==> src/wdh_pkg.sv <==
package wdh_pkg;
    // ==========================================================
    // register map
    localparam logic [7:0] WDH_CTRL_OFS = 8'h00;
    localparam logic [7:0] WDH_STAT_OFS = 8'h04;
    localparam logic [7:0] WDH_CTRL_RST = 8'h7F;
    localparam int WDH_ACT_BIT = 7;
    localparam int WDH_TOP_BIT = 6;
    // ==========================================================
    // timing
    localparam int WDH_TICK_DIV = 16384;
    localparam int WDH_CLK_MHZ = 40;
    localparam int WDH_PULSE_NS = 500;
    localparam int WDH_PULSE_CYC = (WDH_PULSE_NS * WDH_CLK_MHZ) / 1000;
    localparam int WDH_WAKE_SHORT = 256;
    localparam int WDH_WAKE_LONG = 4096;
    // ==========================================================
    // states
    typedef enum logic [1:0] {
        WDH_RUN,
        WDH_HALT_STOP,
        WDH_WAKE_WAIT
    } wdh_state_t;
endpackage

==> src/wdh_bus_if.sv <==
`timescale 1ns/1ps
interface wdh_bus_if;
    logic wr_en;
    logic [7:0] wdata;
    logic [7:0] ctrl;
    modport slave (input ctrl, output wr_en, output wdata);
    modport core (output ctrl, input wr_en, input wdata);
endinterface

==> src/wdh_apb.sv <==
`timescale 1ns/1ps
module wdh_apb
    import wdh_pkg::*;
(
    input wire logic clk,
    input wire logic sys_rst,
    input wire logic psel,
    input wire logic penable,
    input wire logic pwrite,
    input wire logic [7:0] paddr,
    input wire logic [31:0] pwdata,
    input wire logic [7:0] status,
    output logic pready,
    output logic pslverr,
    output logic [31:0] prdata,
    wdh_bus_if.slave bus
);
    // ==========================================================
    // apb slave, zero wait states
    logic [31:0] rdata_reg, rdata_next;
    logic hit;
    always_comb begin
        hit = (paddr == WDH_CTRL_OFS) || (paddr == WDH_STAT_OFS);
        pready = 1'b1;
        pslverr = psel && penable && !hit;
        bus.wr_en = psel && penable && pwrite && (paddr == WDH_CTRL_OFS);
        bus.wdata = pwdata[7:0];
        rdata_next = rdata_reg;
        if (psel && !penable && !pwrite) begin
            if (paddr == WDH_CTRL_OFS)
                rdata_next = {24'h000000, bus.ctrl};
            else if (paddr == WDH_STAT_OFS)
                rdata_next = {24'h000000, status};
            else
                rdata_next = 32'h00000000;
        end
    end
    always_ff @(posedge clk) begin
        if (sys_rst)
            rdata_reg <= 32'h00000000;
        else
            rdata_reg <= rdata_next;
    end
    assign prdata = rdata_reg;
endmodule

==> src/wdh_top.sv <==
// The register addresses and the APB interface to the registers were left to the implementer.
`timescale 1ns/1ps
// Function
// RQ1 - counter decrements every 16384 divided-oscillator cycles, armed or not
// RQ2 - armed watchdog resets when counter rolls 40h to 3Fh
// RQ3 - activation bit set by write only, cleared only by reset
// RQ4 - no watchdog reset while activation bit is zero; a halt with the halt-reset option set still resets here even then
// RQ5 - control register resets to 7Fh
// RQ6 - hardware watchdog option forces active, activation bit ignored
// RQ7 - plain halt: no reset, one more decrement, then stop and block
// RQ8 - interrupt ends halt: resume after 256 or 4096 cpu clocks
// RQ9 - reset ends halt: watchdog back to disabled reset state
// RQ10 - halt with halt-reset option set and rtc disabled gives reset
// RQ11 - rtc enable set: active-halt, counter frozen, no reset
// RQ12 - interrupt ends active-halt: counting resumes at once
// RQ13 - reset ends active-halt: resume after 256 or 4096 cpu clocks
// RQ14 - software should refresh the counter before halting
// RQ15 - write activation one, top bit zero: immediate software reset
// RQ16 - watchdog reset drives reset line low for about 500ns
// RQ17 - control write loads counter at once, prescaler phase kept
module wdh_top
    import wdh_pkg::*;
(
    input wire logic clk,
    input wire logic sys_rst,
    input wire logic psel,
    input wire logic penable,
    input wire logic pwrite,
    input wire logic [7:0] paddr,
    input wire logic [31:0] pwdata,
    output logic pready,
    output logic pslverr,
    output logic [31:0] prdata,
    input wire logic osc_div_tick,
    input wire logic hw_watchdog_option,
    input wire logic halt_reset_option,
    input wire logic rtc_interrupt_enable,
    input wire logic halt_enter,
    input wire logic wake_irq,
    input wire logic wake_long_delay,
    input wire logic reset_caused_wake,
    output logic halt_granted,
    output logic wdg_reset_n
);
    // ==========================================================
    // bus slave
    wdh_bus_if bus ();
    logic [7:0] status;
    wdh_apb u_apb (
        .clk(clk),
        .sys_rst(sys_rst),
        .psel(psel),
        .penable(penable),
        .pwrite(pwrite),
        .paddr(paddr),
        .pwdata(pwdata),
        .status(status),
        .pready(pready),
        .pslverr(pslverr),
        .prdata(prdata),
        .bus(bus)
    );
    // ==========================================================
    // state
    logic act_reg, act_next;
    logic [6:0] cnt_reg, cnt_next;
    logic [13:0] pre_reg, pre_next;
    wdh_state_t st_reg, st_next;
    logic last_dec_reg, last_dec_next;
    logic [12:0] wake_reg, wake_next;
    logic [4:0] pulse_reg, pulse_next;
    logic halt_ok_reg, halt_ok_next;
    logic rie_reg, rie_next;
    logic rst_wake_reg, rst_wake_next;
    logic armed, tick, fire, counting;

    function automatic logic [12:0] wake_len(input logic long_sel);
        wake_len = long_sel ? 13'(WDH_WAKE_LONG - 1)
                            : 13'(WDH_WAKE_SHORT - 1);
    endfunction

    always_comb begin
        armed = act_reg || hw_watchdog_option; // [RQ6] [RQ4]
        // prescaler free-runs; a write never touches it [RQ17]
        pre_next = pre_reg + 14'h0001;
        tick = osc_div_tick && (pre_reg == 14'(WDH_TICK_DIV - 1)); // [RQ1]
        if (!osc_div_tick)
            pre_next = pre_reg;
        st_next = st_reg;
        last_dec_next = 1'b0;
        wake_next = wake_reg;
        halt_ok_next = 1'b0;
        counting = (st_reg == WDH_RUN) || last_dec_reg;
        act_next = act_reg;
        cnt_next = cnt_reg;
        fire = 1'b0;
        if (counting && tick) begin
            cnt_next = cnt_reg - 7'h01; // [RQ1]
            // roll 40h to 3Fh only resets while armed [RQ2] [RQ4]
            if (cnt_reg == 7'h40 && armed && st_reg == WDH_RUN)
                fire = 1'b1;
        end
        if (bus.wr_en) begin
            cnt_next = bus.wdata[6:0]; // [RQ17]
            if (bus.wdata[WDH_ACT_BIT])
                act_next = 1'b1; // zero write never disarms [RQ3]
            if (bus.wdata[WDH_ACT_BIT] && !bus.wdata[WDH_TOP_BIT])
                fire = 1'b1; // [RQ15]
        end
        case (st_reg)
            WDH_RUN: begin
                if (halt_enter) begin
                    if (rtc_interrupt_enable) begin
                        st_next = WDH_HALT_STOP; // frozen [RQ11]
                        halt_ok_next = 1'b1;
                    end else if (halt_reset_option) begin
                        fire = 1'b1; // [RQ10]
                    end else begin
                        st_next = WDH_HALT_STOP; // [RQ7]
                        last_dec_next = 1'b1;
                        halt_ok_next = 1'b1;
                    end
                end
            end
            WDH_HALT_STOP: begin
                halt_ok_next = 1'b1;
                // one pending decrement survives into halt [RQ7]
                last_dec_next = last_dec_reg && !tick;
                if (wake_irq) begin
                    halt_ok_next = 1'b0;
                    last_dec_next = 1'b0;
                    if (rie_reg) begin
                        st_next = WDH_RUN; // [RQ12]
                    end else begin
                        st_next = WDH_WAKE_WAIT; // [RQ8]
                        wake_next = wake_len(wake_long_delay);
                    end
                end
            end
            WDH_WAKE_WAIT: begin
                if (wake_reg == 13'h0000)
                    st_next = WDH_RUN;
                else
                    wake_next = wake_reg - 13'h0001;
            end
            default: st_next = WDH_RUN;
        endcase
        // a reset that ended active-halt holds counting off for the
        // wake delay; reset alone cannot tell which halt it ended [RQ13]
        if (rst_wake_reg && reset_caused_wake) begin
            st_next = WDH_WAKE_WAIT;
            wake_next = wake_len(wake_long_delay);
        end
        pulse_next = pulse_reg;
        if (fire)
            pulse_next = 5'(WDH_PULSE_CYC); // [RQ16]
        else if (pulse_reg != 5'h00)
            pulse_next = pulse_reg - 5'h01;
    end

    // halt kind is latched so a later rtc enable change cannot alter it
    always_comb begin
        rie_next = rie_reg;
        if (st_reg == WDH_RUN && halt_enter)
            rie_next = rtc_interrupt_enable;
    end

    // ==========================================================
    // registers
    always_ff @(posedge clk) begin
        if (sys_rst) begin
            act_reg <= 1'b0; // [RQ9]
            cnt_reg <= WDH_CTRL_RST[6:0]; // [RQ5]
            pre_reg <= 14'h0000;
            last_dec_reg <= 1'b0;
            halt_ok_reg <= 1'b0;
            rie_reg <= 1'b0;
            wake_reg <= 13'h0000;
            st_reg <= WDH_RUN;
            pulse_reg <= 5'h00;
        end else begin
            act_reg <= act_next;
            cnt_reg <= cnt_next;
            pre_reg <= pre_next;
            last_dec_reg <= last_dec_next;
            halt_ok_reg <= halt_ok_next;
            rie_reg <= rie_next;
            wake_reg <= wake_next;
            st_reg <= st_next;
            pulse_reg <= pulse_next;
        end
    end

    // high during reset and for the first cycle after it
    always_comb begin
        rst_wake_next = 1'b0;
    end
    always_ff @(posedge clk) begin
        if (sys_rst)
            rst_wake_reg <= 1'b1;
        else
            rst_wake_reg <= rst_wake_next;
    end

    assign bus.ctrl = {act_reg, cnt_reg};
    assign status = {5'h00, st_reg == WDH_WAKE_WAIT,
                     st_reg == WDH_HALT_STOP, armed};
    assign halt_granted = halt_ok_reg;
    assign wdg_reset_n = (pulse_reg == 5'h00); // [RQ16]
endmodule

==> config.mk <==
export PLATFORM = sky130hd
export DESIGN_NAME = wdh_top
export DESIGN_NICKNAME = d
export VERILOG_FILES = /design/src/wdh_pkg.sv /design/src/wdh_bus_if.sv /design/src/wdh_apb.sv /design/src/wdh_top.sv
export SDC_FILE = /design/constraint.sdc
export NUM_CORES = 1
export LEC_CHECK = 0
export BUFFER_PORTS_ARGS = -buffer_cell sky130_fd_sc_hd__buf_2
export CAP_MARGIN = 20
export CORE_MARGIN = 1.5
export CORE_UTILIZATION = 35
export DETAILED_ROUTE_END_ITERATION = 7
export GPL_TIMING_DRIVEN = 0
export PLACE_DENSITY = 0.62
export REMOVE_ABC_BUFFERS = 1
export SLEW_MARGIN = 15
export SYNTH_ARGS = -nofsm -noshare
export SYNTH_HDL_FRONTEND = slang
export SYNTH_SLANG_ARGS = --single-unit
==> constraint.sdc <==
create_clock -name clk -period 3.68 [get_ports clk]
set_input_delay 0.552 -clock clk [delete_from_list [all_inputs] [get_ports clk]]
set_output_delay 0.552 -clock clk [all_outputs]
set_load 0.1 [all_outputs]
==> flow_summary.ini <==
[timing]
tightest_slew_ps = 1080
hold_ws_ps = 453
finalHoldViolCount = 0
period_share_pct = 71.5
fmax_mhz = 380
setup_viol = 0
fin_crit_ps = 2630
rsz0062_at_grt = no
relSlewSlack_pct = 27.9
fin_ws_ps = 1050
fin_setup_tns_ps = 0
skew_ps = 10.9
drv_slew = 0

[detailed_routing]
routed_wl_um = 7570
drt_iter0_drc = 160
routed_via_density = 5.56
drt-pass1-iter-count = 6
drc = 3
vias = 2843
final_antenna_net_count = 0
drt-wirelength-per-cell_um = 14.8

[critical_path]
crit_path_end_kind = output pin
critPathMaxStageDelay_ps = 590
cp-start-kind = input port
worst-path-max-fanout = 9
cp_common_cell = buf_2
critPathArrivalTime_ps = 2080
critical-path-slowest-cell = or4_4
r2r_slack_ps = 1350
crit_chain = buf_2 -> or4_4 -> or2_2 -> and3_1 -> buf_2
required_ps = 3130
path_class = input port to output pin

[placed_design]
dp_slack_ps = 958
dpl-instance-area_mm2 = 0.00335
gp_congestion = 0.873
port_buffers = 39
dp_cells = 503
dp_hpwl_um = 5530

[yosys]
synthArstFlopShare_pct = 0
ys_types = 70
synth_top_cell_area_share_pct = 33.7
synthTopCellsByCount = 54 x dfxtp_1, 36 x nor2_1, 25 x buf_4
syn_area_per_cell_um2 = 8.52
synth-seq-area-share_pct = 33.7
synth_most_common_cell = dfxtp_1
netlist_area_mm2 = 0.00321
synthCells = 377
synth_area_leaders = dfxtp_1 34%, buf_4 5.8%, nor2_1 4.2%, ha_1 3.5%, a21oi_1 2.6%
ys.flop_type = dfxtp_1
synth_edf_count = 0
ys_seq_elements = 54
synth_warnings = 0
synth_area_leader_cell = dfxtp_1

[power_and_ir_drop]
design_power_total_mw = 1.60
vdd_drop_max_mv = 0.185
power_leakage_nw = 1.31
power.density_mw_per_mm2 = 463

[floorplan]
initial_utilization_pct = 36.5
io_pins = 89
core_area_mm2 = 0.00881
die_width_um = 98.8
rows = 34
die-area_mm2 = 0.00976
die_h_um = 98.8

[clock_tree]
cts_root_buf = clkbuf_8
cts_setup_buffers = 0
cts_resized = 0
cts_max_level = 2
cts.path.max_buffers = 2
cts_hold_buf = 0
numCtsBuffers = 5
cts_tree = yes
worstSkewPairLatency_ps = 310
clkTransAtPathRegs_ps = 100
numClockSinks = 54

[status]
status = complete, but fails checks
violations = design-rule violations

[finish]
fin_util_pct = 39.1
final_nets = 464
final_cells = 511
largest_register_ffs = 14
stdcell_area_mm2 = 0.00345
drive_above_1_share_pct = 15.9
antenna_cells = 0
syn2layout_area_growth_pct = 7.28

[global_route]
grt_usage_pct = 15.2
grt_pass1_vias = 2544
grt_pass1_wl_um = 12400
antenna_found_initial = 0
grt_max_degree = 60
grt_overflow = 0

[job]
drv_cap = 0

[hold_path]
hp-class = input port to register
-- critical path, delay by kind of cell --
kind | cells | cell delay, ps
buffers and inverters | 2 | 380
AND/OR/NAND/NOR | 3 | 1150
-- layer usage --
layer	share of wire, %	track usage, %	routed length, µm	up-vias
met4	0.37	2.20	28	0
met5	0	0	0	-
met3	4.3	2.77	327	5
met1	48	21.4	3640	1340
met2	47	24.8	3580	82
li1	-	-	-	1416
-- layout make-up --
class / instances / area [µm²]
Fill cell: 890 / 5360
Multi-Input combinational cell: 290 / 1890
Sequential cell: 54 / 1080
Timing Repair Buffer: 39 / 195
Tap cell: 108 / 135
Clock buffer: 5 / 68.8
Inverter: 12 / 45.0
Clock inverter: 3 / 26.3
-- cell usage in the layout, fill, tap and decap left out, types with 4 or more instances in the layout --
master	netlist	final
a311oi_1	5	5
nor2_1	36	36
o31ai_1	5	5
mux2i_1	4	4
nor3_1	17	17
a211oi_1	5	5
nor4_1	13	13
or3_1	7	7
nand2_1	17	17
o311ai_0	5	5
xor2_1	8	8
inv_1	11	11
ha_1	9	9
xnor2_1	7	7
buf_2	2	39
a21oi_1	17	17
a22oi_1	5	5
nand2b_1	5	5
clkbuf_8	0	5
nand4_1	8	8
and3_1	8	8
a31oi_1	13	13
nand3_1	9	9
dfxtp_1	54	54
conb_1	2	25
and4_1	4	4
o21ai_0	5	5
-- logic make-up (layout without fill, tap and decap cells) --
| group | after synthesis | after routing | synth area share (%) |
|---|---|---|---|
| buffers and inverters | 56 | 59 | 10.1 |
| xor gates and xnor gates | 15 | 15 | 4.09 |
| and+or+nand+nor | 153 | 153 | 28.1 |
| other | 2 | 25 | 0.234 |
| AOI/OAI and AO/OA | 83 | 83 | 18.7 |
| DFF | 54 | 54 | 33.7 |
| muxes | 5 | 5 | 1.60 |
| adders and majority gates | 9 | 9 | 3.51 |
-- final timing paths --
check,cells past startpoint,from,endpoint
max,5,paddr[5],pslverr
min,3,pwdata[1],cnt_reg[1]
max reg2reg,6,st_reg[0],cnt_reg[1]
min reg2reg,2,rie_reg,rie_reg
-- where the power goes --
part           switching (mW)  internal (mW)
Clock                   0.212          0.141
Sequential             0.0544          0.635
Combinational           0.399          0.155
No activity file was read; power rests on OpenSTA's default activity.
